## config.mk

```make
export PLATFORM = sky130hd
export DESIGN_NAME = adc_conv_readout
export DESIGN_NICKNAME = d
export VERILOG_FILES = /design/src/adc_ctrl_pkg.sv /design/src/pin_sync.sv /design/src/interval_timer.sv /design/src/adc_conv_readout.sv
export SDC_FILE = /design/constraint.sdc
export NUM_CORES = 1
export LEC_CHECK = 0
export BUFFER_PORTS_ARGS = -buffer_cell sky130_fd_sc_hd__buf_4
export CORE_MARGIN = 3
export CORE_UTILIZATION = 30
export DETAILED_ROUTE_END_ITERATION = 12
export SLEW_MARGIN = 25
export SYNTH_ARGS = -nofsm -noshare
export SYNTH_HDL_FRONTEND = slang
export SYNTH_SLANG_ARGS = --single-unit
export TNS_END_PERCENT = 10
```

## constraint.sdc

```tcl
create_clock -name clk -period 3.9 [get_ports clk]
set_clock_uncertainty 0.15 [all_clocks]
set_input_delay 0.195 -clock clk [delete_from_list [all_inputs] [get_ports clk]]
set_output_delay 0.195 -clock clk [all_outputs]
set_load 0.1 [all_outputs]
```

## src/adc_ctrl_pkg.sv

```systemverilog
// shared constants and types for the converter control and serial readout
package adc_ctrl_pkg;

  // core clock rate
  localparam int CLK_MHZ      = 250;

  // documented times in ns
  localparam int WAKE_NS      = 6000;
  localparam int CONV_NS      = 8000;
  localparam int LSB_HOLD_NS  = 10;

  // cycle counts derived from the times; the lsb hold is a least time, so it rounds up
  localparam int WAKE_CYC     = (WAKE_NS * CLK_MHZ) / 1000;
  localparam int CONV_CYC     = (CONV_NS * CLK_MHZ) / 1000;
  localparam int LSB_HOLD_CYC = (LSB_HOLD_NS * CLK_MHZ + 999) / 1000;

  // result and frame layout
  localparam int RESULT_W     = 12;
  localparam int LEAD_ZEROS   = 4;
  localparam int FRAME_LEN    = 16;
  localparam int CNT_W        = 5;
  localparam int HOLD_W       = 3;
  localparam int TIMER_W      = 12;

  // reset values
  localparam logic [RESULT_W-1:0] RESULT_RST = 12'h000;

  typedef enum logic [2:0] {
    ST_TRACK,
    ST_CONVERT,
    ST_SLEEP,
    ST_WAKE,
    ST_ARMED
  } conv_state_t;

endpackage : adc_ctrl_pkg

```

## src/pin_sync.sv

```systemverilog
// two-flop synchroniser for one asynchronous pin
`timescale 1ns/1ps
module pin_sync #(
  parameter logic RST_VAL = 1'b0
) (
  input  wire logic clk,
  input  wire logic rst,
  input  wire logic pin,
  output logic      level
);

  logic meta_q;
  logic meta_d;
  logic level_q;
  logic level_d;

  always_comb begin
    meta_d  = pin;
    level_d = meta_q;
  end

  always_ff @(posedge clk) begin
    if (rst) begin
      meta_q  <= RST_VAL;
      level_q <= RST_VAL;
    end else begin
      meta_q  <= meta_d;
      level_q <= level_d;
    end
  end

  assign level = level_q;

endmodule : pin_sync

```

## src/interval_timer.sv

```systemverilog
// down-counting interval timer, one-cycle done pulse
`timescale 1ns/1ps
module interval_timer #(
  parameter int W = 12
) (
  input  wire logic         clk,
  input  wire logic         rst,
  input  wire logic         load,
  input  wire logic [W-1:0] load_value,
  output logic              done
);

  logic [W-1:0] cnt_q;
  logic [W-1:0] cnt_d;
  logic         done_q;
  logic         done_d;

  always_comb begin
    cnt_d  = cnt_q;
    done_d = 1'b0;
    if (load) begin
      cnt_d = load_value;
    end else if (cnt_q != '0) begin
      cnt_d  = cnt_q - 1'b1;
      done_d = (cnt_q == W'(1));
    end
  end

  always_ff @(posedge clk) begin
    if (rst) begin
      cnt_q  <= '0;
      done_q <= 1'b0;
    end else begin
      cnt_q  <= cnt_d;
      done_q <= done_d;
    end
  end

  assign done = done_q;

endmodule : interval_timer

```

## src/adc_conv_readout.sv

```systemverilog
// conversion sequencing and three-wire serial result readout
//
// Contract
// convert_start_n low at conversion end picks auto-sleep, high picks high-sampling.
// in auto-sleep, sleep is entered as soon as busy falls.
// in auto-sleep, convert_start_n rising wakes; hold follows 6 us later.
// with convert_start_n already low, busy falls 8 us after hold.
// a high pulse longer than wake-up moves hold to the falling edge.
// the stored result reads out while asleep, sixteen shift clocks.
// the master ends each read 400 ns before the next start falling edge.
// output changes on shift clock falling edges, valid across both following edges.
// the first leading zero appears on the first rising shift clock edge.
// frame is four zeros then twelve result bits, msb first.
// on the sixteenth falling edge the lsb is held briefly, then tri-stated.
// the master keeps the shift clock low between reads.
// extra clocks restart the frame; the output then stays driven.
// an edge counter picks which frame bit drives the output.
// start falling edge resets counter and shifter, only with shift clock low.
// the master holds the shift clock low when it drives start low.
// the master never drops start during a read.
// the shift clock may pause low mid-read; output resumes at next bit.
// the master keeps the shift clock at or below 10 MHz; the bench master model runs it at a 64 ns period (about 15.6 MHz).
// the device is always the serial slave; the master makes the clock.
// the master may gate the shift clock with a high select.
// the master watches busy before starting a read.
// in high-sampling, start falling edge holds, raises busy, busy falls in 8 us.
// when busy falls the track/hold returns to tracking.
// the result is straight unsigned binary, one step is full scale over 4096.
// the last result stays in the output register until the next conversion ends.
`timescale 1ns/1ps
module adc_conv_readout
  import adc_ctrl_pkg::*;
(
  input  wire logic                              clk,
  input  wire logic                              rst,
  input  wire logic                              convert_start_n,
  input  wire logic                              shift_clk,
  input  wire logic [adc_ctrl_pkg::RESULT_W-1:0] sample_code,
  output logic                                   busy,
  output logic                                   hold,
  output logic                                   asleep,
  output logic                                   serial_result_out,
  output logic                                   serial_result_oe
);

  // pin synchronisers and edge detection
  logic start_s;
  logic sclk_s;
  logic start_prev_q;
  logic start_prev_d;
  logic sclk_prev_q;
  logic sclk_prev_d;
  logic start_fall;
  logic start_rise;
  logic sclk_fall;
  logic sclk_rise;

  pin_sync #(
    .RST_VAL (1'b1)
  ) u_start_sync (
    .clk   (clk),
    .rst   (rst),
    .pin   (convert_start_n),
    .level (start_s)
  );

  pin_sync #(
    .RST_VAL (1'b0)
  ) u_sclk_sync (
    .clk   (clk),
    .rst   (rst),
    .pin   (shift_clk),
    .level (sclk_s)
  );

  always_comb begin
    start_prev_d = start_s;
    sclk_prev_d  = sclk_s;
    start_fall   = start_prev_q & ~start_s;
    start_rise   = ~start_prev_q & start_s;
    sclk_fall    = sclk_prev_q & ~sclk_s;
    sclk_rise    = ~sclk_prev_q & sclk_s;
  end

  always_ff @(posedge clk) begin
    if (rst) begin
      start_prev_q <= 1'b1;
      sclk_prev_q  <= 1'b0;
    end else begin
      start_prev_q <= start_prev_d;
      sclk_prev_q  <= sclk_prev_d;
    end
  end

  // one timer serves both the wake-up wait and the conversion time,
  // since the two never overlap
  logic               tmr_load;
  logic [TIMER_W-1:0] tmr_value;
  logic               tmr_done;

  interval_timer #(
    .W (TIMER_W)
  ) u_timer (
    .clk        (clk),
    .rst        (rst),
    .load       (tmr_load),
    .load_value (tmr_value),
    .done       (tmr_done)
  );

  // conversion sequencer
  conv_state_t           state_q;
  conv_state_t           state_d;
  logic                  busy_q;
  logic                  busy_d;
  logic                  hold_q;
  logic                  hold_d;
  logic                  asleep_q;
  logic                  asleep_d;
  logic [RESULT_W-1:0]   result_q;
  logic [RESULT_W-1:0]   result_d;

  always_comb begin
    state_d   = state_q;
    busy_d    = busy_q;
    hold_d    = hold_q;
    asleep_d  = asleep_q;
    result_d  = result_q;
    tmr_load  = 1'b0;
    tmr_value = TIMER_W'(CONV_CYC);
    case (state_q)
      ST_TRACK: begin
        if (start_fall) begin
          state_d  = ST_CONVERT;
          hold_d   = 1'b1;
          busy_d   = 1'b1;
          tmr_load = 1'b1;
        end
      end
      ST_CONVERT: begin
        // start edges during conversion are ignored
        if (tmr_done) begin
          result_d = sample_code;
          busy_d   = 1'b0;
          hold_d   = 1'b0;
          if (!start_s) begin
            state_d  = ST_SLEEP;
            asleep_d = 1'b1;
          end else begin
            state_d  = ST_TRACK;
          end
        end
      end
      ST_SLEEP: begin
        if (start_rise) begin
          state_d   = ST_WAKE;
          asleep_d  = 1'b0;
          busy_d    = 1'b1;
          tmr_load  = 1'b1;
          tmr_value = TIMER_W'(WAKE_CYC);
        end
      end
      ST_WAKE: begin
        if (tmr_done) begin
          if (!start_s) begin
            state_d  = ST_CONVERT;
            hold_d   = 1'b1;
            tmr_load = 1'b1;
          end else begin
            state_d  = ST_ARMED;
          end
        end
      end
      ST_ARMED: begin
        // start pulse outlasted the wake-up: hold waits for the falling edge
        if (start_fall) begin
          state_d  = ST_CONVERT;
          hold_d   = 1'b1;
          tmr_load = 1'b1;
        end
      end
      default: begin
        state_d = ST_TRACK;
        busy_d  = 1'b0;
        hold_d  = 1'b0;
      end
    endcase
  end

  always_ff @(posedge clk) begin
    if (rst) begin
      state_q  <= ST_TRACK;
      busy_q   <= 1'b0;
      hold_q   <= 1'b0;
      asleep_q <= 1'b0;
      result_q <= RESULT_RST;
    end else begin
      state_q  <= state_d;
      busy_q   <= busy_d;
      hold_q   <= hold_d;
      asleep_q <= asleep_d;
      result_q <= result_d;
    end
  end

  // frame bit k: four leading zeros, then result msb down to lsb
  function automatic logic frame_bit(input logic [RESULT_W-1:0] word,
                                     input logic [CNT_W-1:0]    idx);
    logic [CNT_W-1:0] pos;
    pos = CNT_W'(FRAME_LEN - 1) - idx;
    if (idx < CNT_W'(LEAD_ZEROS)) begin
      frame_bit = 1'b0;
    end else begin
      frame_bit = word[pos[3:0]];
    end
  endfunction : frame_bit

  // serial readout; runs regardless of sleep so results read while asleep
  logic [CNT_W-1:0]  fall_cnt_q;
  logic [CNT_W-1:0]  fall_cnt_d;
  logic              done_q;
  logic              done_d;
  logic              overrun_q;
  logic              overrun_d;
  logic              sdo_q;
  logic              sdo_d;
  logic              oe_q;
  logic              oe_d;
  logic [HOLD_W-1:0] tail_q;
  logic [HOLD_W-1:0] tail_d;

  always_comb begin
    fall_cnt_d = fall_cnt_q;
    done_d     = done_q;
    overrun_d  = overrun_q;
    sdo_d      = sdo_q;
    oe_d       = oe_q;
    tail_d     = tail_q;
    if (tail_q != '0) begin
      tail_d = tail_q - 1'b1;
      if (tail_q == HOLD_W'(1)) begin
        oe_d = 1'b0;
      end
    end
    if (start_fall && !sclk_s) begin
      fall_cnt_d = '0;
      done_d     = 1'b0;
      overrun_d  = 1'b0;
      sdo_d      = 1'b0;
      oe_d       = 1'b0;
      tail_d     = '0;
    end else if (sclk_rise) begin
      if (fall_cnt_q == '0 && (!oe_q || done_q)) begin
        // first rising edge, or one past a finished frame: restart at bit 0
        sdo_d  = frame_bit(result_q, '0);
        oe_d   = 1'b1;
        tail_d = '0;
        if (done_q) begin
          overrun_d = 1'b1;
        end
        done_d = 1'b0;
      end
    end else if (sclk_fall && oe_q) begin
      if (fall_cnt_q == CNT_W'(FRAME_LEN - 1)) begin
        // sixteenth falling edge: lsb lingers, then the line lets go, unless an overrun restarted the frame
        fall_cnt_d = '0;
        done_d     = 1'b1;
        if (!overrun_q) begin
          tail_d = HOLD_W'(LSB_HOLD_CYC);
        end
      end else begin
        fall_cnt_d = fall_cnt_q + 1'b1;
        sdo_d      = frame_bit(result_q, fall_cnt_q + 1'b1);
      end
    end
  end

  always_ff @(posedge clk) begin
    if (rst) begin
      fall_cnt_q <= '0;
      done_q     <= 1'b0;
      overrun_q  <= 1'b0;
      sdo_q      <= 1'b0;
      oe_q       <= 1'b0;
      tail_q     <= '0;
    end else begin
      fall_cnt_q <= fall_cnt_d;
      done_q     <= done_d;
      overrun_q  <= overrun_d;
      sdo_q      <= sdo_d;
      oe_q       <= oe_d;
      tail_q     <= tail_d;
    end
  end

  assign busy              = busy_q;
  assign hold              = hold_q;
  assign asleep            = asleep_q;
  assign serial_result_out = sdo_q;
  assign serial_result_oe  = oe_q;

endmodule : adc_conv_readout

```

# --- Yosys cells after proc, flatten, opt, wreduce, memory -nomap -nowiden ---
# Cells that the tools add are included.
totals:
  register_bits: 49
  inputBits: 16
  out_inout_bits: 5
  elab_cells: 126
op_classes:
  add_sub_neg: 4
  order_cmp: 2
  n_eq_ne: 16
  muxes: 46
  bitwise_logic: 12
  reduce_logical: 27
op_table:
  columns: ["cell", "count"]
  rows:
  - ["two-way mux 3 bit", 11]
  - ["two-way mux 12 bit", 2]
  - ["two-way mux 1 bit", 23]
  - ["two-way mux 10 bit", 2]
  - ["== test 12 x 1 -> 1 bit (second input constant)", 1]
  - ["one-hot mux 3 bit (4 select lines)", 1]
  - ["AND reduction 4 bit", 3]
  - ["nonzero test 12 bit", 1]
  - ["subtractor 12 x 1 -> 12 bit (second input constant)", 1]
  - ["inequality test 2 bit (second input constant)", 5]
  - ["AND reduction 3 bit", 3]
  - ["inequality test 2 x 1 -> 1 bit (second input constant)", 4]
  - ["inverter 1 bit", 8]
  - ["one-hot mux 1 bit (4 select lines)", 2]
  - ["nonzero test 2 bit", 4]
  - ["== test 3 x 1 -> 1 bit (second input constant)", 2]
  - ["== test 3 x 2 -> 1 bit (second input constant)", 2]
  - ["OR reduction 2 bit", 3]
  - ["adder 5 x 1 -> 5 bit (second input constant)", 1]
  - ["== test 5 x 4 -> 1 bit (second input constant)", 1]
  - ["zero test 5 bit", 1]
  - ["< comparator 4 x 5 -> 1 bit (second input constant)", 1]
  - ["< comparator 5 x 3 -> 1 bit (second input constant)", 1]
  - ["two-way mux 5 bit", 1]
  - ["other kinds (16)", 23]

# --- Longest topological paths before layout ---
# Gate-level depths: netlist (run 1).
logic_depth:
  depth_word: 8
  mapped_depth: 7
  ltp_nobuf: 6

# --- Modules after synthesis ---
# A second synthesis (run 1) with hierarchy kept.
unflattened:
  hier_cells: 298
  area_unflattened_um2: 2506.2
modules_own_cells:
  columns: ["mod", "n_inst", "cells_per_inst", "area_per_inst_um2", "seq_area_each_um2"]
  rows:
  - ["adc_conv_readout", 1, 197, 1617.8, 640.6]
  - ["interval_timer", 1, 93, 783.3, 260.2]
  - ["pin_sync", 2, 4, 52.6, 40.0]

# --- Worst setup path after synthesis (run 1) ---
# OpenSTA, ideal clock, no wires.
synth_timing:
  path_kind: "register to register"
  startpoint: "register oe_q (netlist: serial_result_oe)"
  endpoint: "register sdo_q (netlist: serial_result_out)"
  setup_time_ns: 0.106
  t_arrival_ns: 1.919
  required_time_ns: 3.644
  slack_ns: 1.725
  stages_incl_launch_ff: 5
  n_path_buf: 0
  period_less_slack_ns: 2.175
  cell_sequence: "dfxtp_1 -> nand3b_1 -> nor2_1 -> nand2_1 -> o311ai_0"
synth_between:
  elab_chain_len: 5
  word_cells_on_any_way: 7
  classes_between: "eq/ne: 1; reduce/logical: 6"
synth_rtl:
  columns: ["element", "line_no", "source"]
  rows:
  - ["start: declaration", "adc_conv_readout.sv:227", "logic oe_q;"]
  - ["start signal: assignment", "adc_conv_readout.sv:284", "oe_q <= 1'b0;"]
  - ["start signal: assignment", "adc_conv_readout.sv:291", "oe_q <= oe_d;"]
  - ["zero test 1 bit", "adc_conv_readout.sv:253", "if (fall_cnt_q == '0 && (!oe_q || done_q)) begin"]
  - ["logical OR 1 bit", "adc_conv_readout.sv:253", null]
  - ["logical AND 1 bit", "adc_conv_readout.sv:253", null]
  - ["inequality test 2 x 1 -> 1 bit (no line)", null, null]
  - ["AND reduction 3 bit (no line) (*)", null, null]
  - ["end signal: assignment", "adc_conv_readout.sv:290", "sdo_q <= sdo_d;"]
  - ["end: declaration", "adc_conv_readout.sv:225", "logic sdo_q;"]
# Every way passes the cells marked *; elsewhere a longest branch is shown, timed or not.
# A chain may end at the register's enable or synchronous reset.

# --- Worst setup path in the final report (run 1) ---
layout_timing:
  startpoint: "register u_timer.cnt_q[4]"
  endpoint: "register u_timer.cnt_q[11]"
layout_between:
  elab_chain_len: 3
  word_cells_on_any_way: 5
  classes_between: "add/sub: 1; mux: 2; reduce/logical: 2"
layout_rtl:
  columns: ["element", "line_no", "source"]
  rows:
  - ["start: declaration", "interval_timer.sv:13", "logic [W-1:0] cnt_q;"]
  - ["start signal: assignment", "interval_timer.sv:34", "cnt_q <= cnt_d;"]
  - ["subtractor 12 x 1 -> 12 bit", "interval_timer.sv:24", "cnt_d = cnt_q - 1'b1;"]
  - ["two-way mux 12 bit", "interval_timer.sv:23", "end else if (cnt_q != '0) begin"]
  - ["two-way mux 12 bit", "interval_timer.sv:21", "if (load) begin"]
# Parallel ways exist; a longest one is shown, timed or not. The select of a mux whose other input is x is not followed.

==> results.sh, run 1 <==
export IMPL_p_leak_nw=1.03
export IMPL_ys_dominant_reg_cell="sky130_fd_sc_hd__dfxtp_1"
export IMPL_globalplace_congestion=0.818
export IMPL_final_period_utilization_pct=57.7
export IMPL_design_die_area_um2=9210
export IMPL_post_cts_repair_setup_buffers=0
export IMPL_synth_largest_type_area_fraction_pct=40.4
export IMPL_timing_fmax_mhz=445
export IMPL_cts_max_path_buffers=2
export IMPL_antenna_diodes=0
export IMPL_worst_skew_pair_late_latency_ps=310
export IMPL_hold_path_class="input port to register"
export IMPL_grt_total_usage_pct=12.8
export IMPL_critPathMaxFanout=9
export IMPL_io_pin_count=21
export IMPL_via_per_inst=5.06
export IMPL_yosysUniqueCellTypes=53
export IMPL_worst_path_largest_cell_delay_ps=570
export IMPL_synthArstFlopShare_pct=0
export IMPL_number_of_nets_produced_by_synthesis=317
export IMPL_clkSlewWorstSetupHoldPaths_ps=90
export IMPL_via_count=2125
export IMPL_grt_setup_unrepaired="no"
export IMPL_finalSetupTns_ps=0
export IMPL_number_of_drc_violations_after_detailed_routing_iteration_0=128
export IMPL_post_synth_edffs=0
export IMPL_total_power_mw=1.41
export IMPL_crit_chain="or4_4 -> or3_4 -> or4b_1 -> a21oi_1"
export IMPL_drive_above_1_share_pct=14.2
export IMPL_yosysMostFrequentCell="sky130_fd_sc_hd__dfxtp_1"
export IMPL_floorplan_initialDensity_pct=31.1
export IMPL_timing_critical_path_arrival_ps=2330
export IMPL_die_h_um=96.0
export IMPL_vias_in_the_first_global_route=2122
export IMPL_worst_slew_pin_slew_ps=725
export IMPL_cellPowerDensity_nw_per_um2=491
export IMPL_placement_io_buffers=20
export IMPL_stdcell_count=420
export IMPL_run_status="completed"
export IMPL_detail_route_first_pass_iterations=4
export IMPL_dieWidth_um=96.0
export IMPL_route_final_wire_length_um=5240
export IMPL_hpwlAfterDp_um=3660
export IMPL_slew_headroom_pct=51.2
export IMPL_maximum_number_of_pins_on_one_net_before_global_route_repair=32
export IMPL_mappedNetlistArea_um2=2430
export IMPL_worstSetupStartpointType="register"
export IMPL_ys_warn_count=0
export IMPL_maxCapViolations=0
export IMPL_standard_cell_area_after_detailed_placement_um2=2640
export IMPL_clock_tree_root_cell="sky130_fd_sc_hd__clkbuf_8"
export IMPL_synth_top_cells_by_count="sky130_fd_sc_hd__dfxtp_1, sky130_fd_sc_hd__nand2_1, sky130_fd_sc_hd__a21oi_1"
export IMPL_synth_area_leader_cell="sky130_fd_sc_hd__dfxtp_1"
export IMPL_synth_cells=291
export IMPL_rows=32
export IMPL_critical_path_n_buffers_inverters=0
export IMPL_remaining_drc_errors=0
export IMPL_portion_of_the_post_synthesis_area_used_by_sequential_elements_pct=40.4
export IMPL_synthesized_area_per_cell_um2=8.35
export IMPL_clock_sink_count=49
export IMPL_detail_route_antenna_nets=0
export IMPL_grt_antenna_before_repair=0
export IMPL_cts_htree_levels=2
export IMPL_areaGrowthSynthToFinish_pct=18.3
export IMPL_final_nets=343
export IMPL_report_final_setup_viol=0
export IMPL_final_hold_viol_count=0
export IMPL_critPathKind="register to register"
export IMPL_final_max_slew_viol_count=0
export IMPL_overflow=0
export IMPL_wire_length_of_the_first_global_routing_pass_um=9450
export IMPL_shortest_clock_period_the_worst_path_allows_after_layout_ps=2250
export IMPL_synth_seq_cells=49
export IMPL_synth_area_top_cells="sky130_fd_sc_hd__dfxtp_1, sky130_fd_sc_hd__a21oi_1, sky130_fd_sc_hd__nand2_1"
export IMPL_required_time_reported_for_the_critical_path_endpoint_ps=3980
export IMPL_critPathCaptureType="register"
export IMPL_cts_tree="done"
export IMPL_core_ar_um2=7810
export IMPL_dp_cells=398
export IMPL_num_cts_buffers=5
export IMPL_critPathTopFamily="simple AND/OR/NAND/NOR gates"
export IMPL_final_cell_area_um2=2870
export IMPL_slowest_stage="sky130_fd_sc_hd__or4_4"
export IMPL_worst_ir_drop_vdd_v=0.000288
export IMPL_post_drt_wl_per_cell_um=12.5
-- registers in the layout, summed over array words and instances (netlist names), 3 cells and up --
signal and count:
result_q 12, u_timer.cnt_q 12, tail_q 3, fall_cnt_q 5, state_q 3
-- final cells by class --
cell class | count | area [um2]
Inverter | 13 | 48.8
Clock buffer | 5 | 68.8
Fill cell | 822 | 4930
Clock inverter | 3 | 21.3
Multi-Input combinational cell | 214 | 1340
Timing Repair Buffer | 34 | 290
Tap cell | 102 | 128
Sequential cell | 49 | 981
-- worst paths after layout --
kind                                            from            endpoint  slack (ps)  cells past startpoint
worst max register to register      u_timer.cnt_q[4]   u_timer.cnt_q[11]        1650                      4
worst max-delay path                u_timer.cnt_q[4]   u_timer.cnt_q[11]        1650                      4
worst min-delay path                             rst         sclk_prev_q         130                      2
worst min register to register  u_start_sync.level_d  u_start_sync.level         280                      1
-- through the flow --
stage | util, % | worst slack [ps] | hold slack, ps
after floorplan | - | 1720 | 149
after CTS | 36.8 | 1650 | 117
final | 36.8 | 1650 | 128
after detailed placement | 33.8 | 1670 | 236
after global placement | 33.8 | 1730 | 235
after global routing | 36.8 | 1550 | 128
-- metal layers --
metal,global-route usage (%),up-vias,part of all wire [%]
met5,0,-,0
met4,4.27,0,1.5
met3,2.66,7,3.4
met2,21.8,26,48
met1,16.0,1006,48
li1,-,1086,-
-- placed cells by master, fill, tap and decap left out, types with 5 or more instances in the layout --
cell type and count:
sky130_fd_sc_hd__dfxtp_1 49, sky130_fd_sc_hd__nand2_1 45, sky130_fd_sc_hd__a21oi_1 34, sky130_fd_sc_hd__buf_4 20, sky130_fd_sc_hd__nor2_1 15, sky130_fd_sc_hd__dlygate4sd3_1 14, sky130_fd_sc_hd__inv_1 13, sky130_fd_sc_hd__ha_1 10
sky130_fd_sc_hd__o21ai_0 9, sky130_fd_sc_hd__nor3_1 9, sky130_fd_sc_hd__nand3_1 8, sky130_fd_sc_hd__nor2b_1 6, sky130_fd_sc_hd__a31oi_1 6, sky130_fd_sc_hd__nand2b_1 5, sky130_fd_sc_hd__clkbuf_8 5
-- cells by family after synthesis --
family | after synthesis | share of synthesized area, %
mux | 5 | 3.66
compound gates | 70 | 17.2
fa+ha+maj | 10 | 5.15
flops | 49 | 40.4
buf+inv | 28 | 4.64
simple gates | 125 | 27.5
xor+xnor | 4 | 1.44
-- report_power, final --
part	switching [mW]	total (mW)	internal, mW	leakage [nW]
clock network	0.177	0.304	0.127	0.0445
logic	0.244	0.457	0.213	0.589
registers	0.0837	0.649	0.566	0.399
-- repair_timing --
action                    in CTS  in global routing
resized for setup              0                  0
hold buffers                  14                  0
hold endpoints to repair      14                  0
Power figures use the tool's default switching activity.
==> run 2, diff against run 1 <==
--- a/config.mk
+++ b/config.mk
@@ -5,6 +5,7 @@
 export SDC_FILE = /design/constraint.sdc
 export NUM_CORES = 1
 export LEC_CHECK = 0
+export ABC_AREA = 1
 export BUFFER_PORTS_ARGS = -buffer_cell sky130_fd_sc_hd__buf_4
 export CORE_MARGIN = 3
 export CORE_UTILIZATION = 30
==> constraint.sdc (replaced) <==
create_clock -name clk -period 2 [get_ports clk]
set_clock_uncertainty 0.15 [all_clocks]
set_input_delay 0.1 -clock clk [delete_from_list [all_inputs] [get_ports clk]]
set_output_delay 0.1 -clock clk [all_outputs]
set_load 0.1 [all_outputs]
==> results.sh, run 2 <==
export IMPL_run_status="completed"
export IMPL_finalSetupTns_ps=0
export IMPL_final_hold_viol_count=0
export IMPL_regToRegSetupSlack_ps=220
export IMPL_clkSlewWorstSetupHoldPaths_ps=100
export IMPL_required_time_reported_for_the_critical_path_endpoint_ps=2090
export IMPL_worst_ir_drop_vdd_v=0.000508
export IMPL_synth_area_leader_cell="sky130_fd_sc_hd__dfxtp_1"
export IMPL_wire_length_of_the_first_global_routing_pass_um=8910
export IMPL_number_of_drc_violations_after_detailed_routing_iteration_0=56
export IMPL_report_final_setup_viol=0
export IMPL_post_synth_edffs=0
export IMPL_p_leak_nw=1.29
export IMPL_critical_path_reg2reg_endpoint="serial_result_out"
export IMPL_num_cts_buffers=5
export IMPL_critPathCaptureType="register"
export IMPL_hold_path_class="register to register"
export IMPL_synth_area_top_cells="sky130_fd_sc_hd__dfxtp_1, sky130_fd_sc_hd__nand2_1, sky130_fd_sc_hd__nor2_1"
export IMPL_final_max_slew_viol_count=0
export IMPL_areaGrowthSynthToFinish_pct=22.6
export IMPL_via_per_inst=4.46
export IMPL_clock_tree_root_cell="sky130_fd_sc_hd__clkbuf_8"
export IMPL_cts_htree_levels=2
export IMPL_worst_slew_pin_slew_ps=481
export IMPL_hold_start="u_start_sync.level_d"
export IMPL_swShare_pct=36.4
export IMPL_shortest_clock_period_the_worst_path_allows_after_layout_ps=1780
export IMPL_detail_route_first_pass_iterations=5
export IMPL_timing_critical_path_from="fall_cnt_q[0]"
export IMPL_dieWidth_um=95.9
export IMPL_yosys_area_share_adder_pct=5.16
export IMPL_io_pin_count=21
export IMPL_largest_registers="result_q: 12 flops, u_timer.cnt_q: 12 flops, fall_cnt_q: 5 flops"
export IMPL_yosysMostFrequentCell="sky130_fd_sc_hd__nand2_1"
export IMPL_comb_power_share_pct=35.4
export IMPL_ys_warn_count=0
export IMPL_synthArstFlopShare_pct=0
export IMPL_critPathKind="register to register"
export IMPL_p_switching_mw=1.09
export IMPL_via_count=2196
export IMPL_critPathMaxFanout=9
export IMPL_min_to="u_start_sync.level"
export IMPL_cts_resized=0
export IMPL_placement_io_buffers=20
export IMPL_worstSetupStartpointType="register"
export IMPL_sequentialPowerShare_pct=40.2
export IMPL_whs_path_depth=1
export IMPL_timing_reg2reg_worst_path_depth=8
export IMPL_maximum_number_of_pins_on_one_net_before_global_route_repair=18
export IMPL_grt_total_usage_pct=12.0
export IMPL_crit_chain="ha_1 -> nand2_1 -> nor2_1 -> ha_1 -> nor2_1 -> inv_1 -> nand3_1 -> a21oi_1"
export IMPL_cellPowerDensity_nw_per_um2=1010
export IMPL_route_final_wire_length_um=4980
export IMPL_stdcell_count=492
export IMPL_synth_seq_cells=49
export IMPL_timing_critical_path_arrival_ps=1880
export IMPL_clock_sink_count=49
export IMPL_yosysUniqueCellTypes=31
export IMPL_cts_max_path_buffers=2
export IMPL_slew_headroom_pct=67.8
export IMPL_synth_top_cells_by_count="sky130_fd_sc_hd__nand2_1, sky130_fd_sc_hd__nor2_1, sky130_fd_sc_hd__inv_1"
export IMPL_grt_antenna_before_repair=0
export IMPL_worst_skew_pair_late_latency_ps=300
export IMPL_muxShareOfSynthArea_pct=0
export IMPL_final_period_utilization_pct=89.1
export IMPL_synth_simple_area_share_pct=31.2
export IMPL_slowest_stage="sky130_fd_sc_hd__dfxtp_1"
export IMPL_synth_compound_area_share_pct=11.6
export IMPL_most_frequent_cells_in_the_layout="sky130_fd_sc_hd__nand2_1, sky130_fd_sc_hd__nor2_1, sky130_fd_sc_hd__inv_1"
export IMPL_vias_in_the_first_global_route=2132
export IMPL_dp_cells=467
export IMPL_floorplan_initialDensity_pct=31.1
export IMPL_maxCapViolations=0
export IMPL_post_drt_wl_per_cell_um=10.1
export IMPL_portion_of_the_post_synthesis_area_used_by_sequential_elements_pct=40.4
export IMPL_combinational_family_with_the_most_area_after_synthesis="simple AND/OR/NAND/NOR gates"
export IMPL_cell_internal_pwr_mw=1.91
export IMPL_mostFrequentLayoutCell="sky130_fd_sc_hd__nand2_1"
export IMPL_detail_route_antenna_nets=0
export IMPL_clock_power_share_pct=24.4
export IMPL_die_h_um=95.9
export IMPL_drive_above_1_share_pct=12.1
export IMPL_ys_dominant_reg_cell="sky130_fd_sc_hd__dfxtp_1"
export IMPL_antenna_diodes=0
export IMPL_worst_path_largest_cell_delay_ps=500
export IMPL_synthesized_area_per_cell_um2=6.97
export IMPL_critical_path_reg2reg_startpoint="fall_cnt_q[0]"
export IMPL_post_cts_hold_buffer_count=17
export IMPL_cts_tree="done"
export IMPL_hpwlAfterDp_um=3770
export IMPL_core_ar_um2=7810
export IMPL_final_nets=415
export IMPL_grt_setup_unrepaired="no"
export IMPL_design_die_area_um2=9200
export IMPL_remaining_drc_errors=0
export IMPL_globalplace_congestion=0.794
export IMPL_number_of_nets_produced_by_synthesis=374
export IMPL_post_cts_repair_setup_buffers=0
export IMPL_synth_largest_type_area_fraction_pct=40.4
export IMPL_overflow=0
export IMPL_post_synth_xor_area_fraction_pct=1.81
export IMPL_synth_cells=348
export IMPL_rows=32
export IMPL_timing_fmax_mhz=561
export IMPL_mappedNetlistArea_um2=2430
-- run 2: critical path, delay by kind of cell (launching register included) --
| kind | cells | cell delay [ps] |
|---|---|---|
| simple gates | 4 | 380 |
| flops | 1 | 500 |
| buf+inv | 1 | 90 |
| fa+ha+maj | 2 | 460 |
| compound gates | 1 | 130 |
-- run 2: routing by layer --
metal  wire [um]  GRT usage, %  part of all wire, %  vias up
met5           0             0                    0        -
met3         144          2.66                  2.9        6
li1            -             -                    -     1185
met4          38          3.91                 0.76        0
met2        2380          21.4                   48       29
met1        2420          14.2                   49      976
-- run 2: power by group through the flow --
stage | clock [mW] | sequential (mW) | combinational [mW]
final | 0.733 | 1.21 | 1.07
after global routing | 0.791 | 1.23 | 1.23
after CTS | 0.764 | 1.21 | 1.07
after detailed placement | 0 | 1.23 | 1.04
after global placement | 0 | 1.23 | 1.03
after floorplan | 0 | 1.27 | 0.783
-- run 2: logic make-up after synthesis --
family / count (synthesis)
DFF: 49
xor gates and xnor gates: 5
and+or+nand+nor: 172
AOI/OAI and AO/OA: 54
buffers and inverters: 58
adders and majority gates: 10
-- run 2: stage by stage --
step	setup slack [ps]	hold WS (ps)	util (%)	power [mW]	instance area, um2
final	217	263	38.1	3.01	2980
after global routing	15.3	298	38.1	3.25	2980
after CTS	208	266	38.1	3.05	2980
after detailed placement	233	150	34.4	2.27	2690
after global placement	280	143	34.4	2.26	2690
after floorplan	290	19.4	-	2.06	2430
-- run 2: cell type report --
| class | instances | area [um2] |
|---|---|---|
| fillers | 829 | 4830 |
| multi-input cells | 241 | 1210 |
| flip-flops and latches | 49 | 982 |
| repair buffers | 40 | 343 |
| inverters | 52 | 196 |
| well taps | 102 | 128 |
| clock buffers | 6 | 82.6 |
| clock inverters | 2 | 37.5 |
-- run 2: worst max-delay path by stage --
stage                         to  slack (ps)
3_5_place_dp   serial_result_out         230
6_report       serial_result_out         220
4_1_cts        serial_result_out         210
3_3_place_gp   serial_result_out         280
5_1_grt        serial_result_out          20
2_1_floorplan  serial_result_out         290
==> run 3, diff against run 2 <==
--- a/config.mk
+++ b/config.mk
@@ -7,9 +7,13 @@
 export LEC_CHECK = 0
 export ABC_AREA = 1
 export BUFFER_PORTS_ARGS = -buffer_cell sky130_fd_sc_hd__buf_4
+export CAP_MARGIN = 20
+export CELL_PAD_IN_SITES_DETAIL_PLACEMENT = 0
+export CELL_PAD_IN_SITES_GLOBAL_PLACEMENT = 1
 export CORE_MARGIN = 3
 export CORE_UTILIZATION = 30
 export DETAILED_ROUTE_END_ITERATION = 12
+export PLACE_DENSITY_LB_ADDON = 0.1
 export SLEW_MARGIN = 25
 export SYNTH_ARGS = -nofsm -noshare
 export SYNTH_HDL_FRONTEND = slang
==> results.sh, run 3 (same netlist as run 2, synthesis figures left out) <==
export IMPL_worst_path_largest_cell_delay_ps=430
export IMPL_run_status="completed"
export IMPL_final_cell_area_um2=2970
export IMPL_final_period_utilization_pct=84.8
export IMPL_via_per_inst=4.49
export IMPL_globalplace_congestion=0.793
export IMPL_placement_io_buffers=20
export IMPL_hpwlAfterDp_um=4130
export IMPL_clkSlewWorstSetupHoldPaths_ps=90
export IMPL_final_nets=416
export IMPL_detail_route_first_pass_iterations=4
export IMPL_report_final_setup_viol=0
export IMPL_shortest_clock_period_the_worst_path_allows_after_layout_ps=1700
export IMPL_slew_headroom_pct=71.2
export IMPL_crit_chain="inv_2 -> ha_1 -> inv_1 -> nand3_1 -> nand2_1 -> nand2_1 -> nand2_1 -> nand3_1 -> a21oi_1"
export IMPL_grt_total_usage_pct=13.1
export IMPL_number_of_drc_violations_after_detailed_routing_iteration_0=59
export IMPL_wire_length_of_the_first_global_routing_pass_um=9480
export IMPL_critical_path_top_cell_by_count="sky130_fd_sc_hd__nand2_1"
export IMPL_largest_registers="result_q: 12 flops, u_timer.cnt_q: 12 flops, fall_cnt_q: 5 flops"
export IMPL_num_cts_buffers=5
export IMPL_stdcell_count=492
export IMPL_route_final_wire_length_um=5540
export IMPL_critical_path_n_buffers_inverters=2
export IMPL_worst_skew_pair_late_latency_ps=300
export IMPL_critPathMaxFanout=9
export IMPL_drive_above_1_share_pct=12.8
export IMPL_cellPowerDensity_nw_per_um2=1000
export IMPL_worst_slew_pin_slew_ps=431
export IMPL_worstSetupStartpointType="register"
export IMPL_vias_in_the_first_global_route=2091
export IMPL_dieWidth_um=95.9
export IMPL_critPathCaptureType="register"
export IMPL_areaGrowthSynthToFinish_pct=22.3
export IMPL_p_leak_nw=1.29
export IMPL_cts_max_path_buffers=2
export IMPL_maximum_number_of_pins_on_one_net_before_global_route_repair=17
export IMPL_grt_setup_unrepaired="no"
export IMPL_standard_cell_area_after_detailed_placement_um2=2700
export IMPL_die_h_um=95.9
export IMPL_core_ar_um2=7810
export IMPL_cts_htree_levels=2
export IMPL_post_cts_repair_setup_buffers=0
export IMPL_remaining_drc_errors=0
export IMPL_dp_cells=469
export IMPL_clock_sink_count=49
export IMPL_grt_antenna_before_repair=0
export IMPL_slowest_stage="sky130_fd_sc_hd__dfxtp_2"
export IMPL_worst_ir_drop_vdd_v=0.000599
export IMPL_detail_route_antenna_nets=0
export IMPL_overflow=0
export IMPL_critPathTopFamily="flip-flops"
export IMPL_maxCapViolations=0
export IMPL_io_pin_count=21
export IMPL_mostFrequentLayoutCell="sky130_fd_sc_hd__nand2_1"
export IMPL_timing_critical_path_arrival_ps=1790
export IMPL_rows=32
export IMPL_hold_path_class="register to register"
export IMPL_required_time_reported_for_the_critical_path_endpoint_ps=2090
export IMPL_design_die_area_um2=9200
export IMPL_final_hold_viol_count=0
export IMPL_most_frequent_cells_in_the_layout="sky130_fd_sc_hd__nand2_1, sky130_fd_sc_hd__inv_1, sky130_fd_sc_hd__nor2_1"
export IMPL_cts_tree="done"
export IMPL_clock_tree_root_cell="sky130_fd_sc_hd__clkbuf_8"
export IMPL_post_drt_wl_per_cell_um=11.3
export IMPL_timing_fmax_mhz=590
export IMPL_critPathKind="register to register"
export IMPL_via_count=2211
export IMPL_final_max_slew_viol_count=0
export IMPL_finalSetupTns_ps=0
export IMPL_floorplan_initialDensity_pct=31.1
export IMPL_antenna_diodes=0
==> run 3: cell count changes in the layout (fill, tap and decap cells not counted), sizes merged <==
cell	before	now
clkinvlp	1	0
dlygate4sd3	17	16
clkinv	1	2
clkbuf	6	5
buf	23	25
==> run 3: worst paths after layout <==
check / start / end / slack [ps] / depth (start not counted)
worst max-delay path: fall_cnt_q[0] / serial_result_out / 300 / 9
worst min-delay path: u_start_sync.level_d / u_start_sync.level / 260 / 1
worst max register to register: fall_cnt_q[0] / serial_result_out / 300 / 9
worst min register to register: u_start_sync.level_d / u_start_sync.level / 260 / 1
==> run 3: power by group <==
part / leakage [nW] / total [mW] / switching, mW / internal, mW
registers: 0.400 / 1.21 / 0.102 / 1.11
clock network: 0.0540 / 0.695 / 0.331 / 0.364
logic: 0.833 / 1.08 / 0.677 / 0.399
total: 1.29 / 2.98 / 1.11 / 1.87
==> run 3: cell type report <==
type	count	area [um2]
clock buffer	5	68.8
clock inverter	2	35.0
fill	877	4840
inverter	52	196
multi-input combinational	241	1210
sequential	49	983
tap	102	128
timing repair buffer	41	348
==> run 3: repair_timing <==
action                     4_1_cts  5_1_grt
hold buffers                    16        0
resized for setup                0        2
hold endpoints to repair        25        0
setup endpoints to repair        0        1
==> run 3: per-layer routing <==
layer	share of wire [%]	GRT usage, %
met5	0	0
met3	2.6	2.81
met1	46	15.7
met2	50	23.3
met4	1.1	4.15
==> run 3: metrics by stage <==
step                utilization (%)  setup WS, ps  hold slack (ps)  power (mW)
finish                         38.0           305              263        2.98
global placement               34.6           197              138        2.30
CTS                            38.0           143              268        3.04
detailed placement             34.6           157              136        2.29
global route                   38.0          56.2              281        3.23
floorplan                         -           290             19.4        2.06
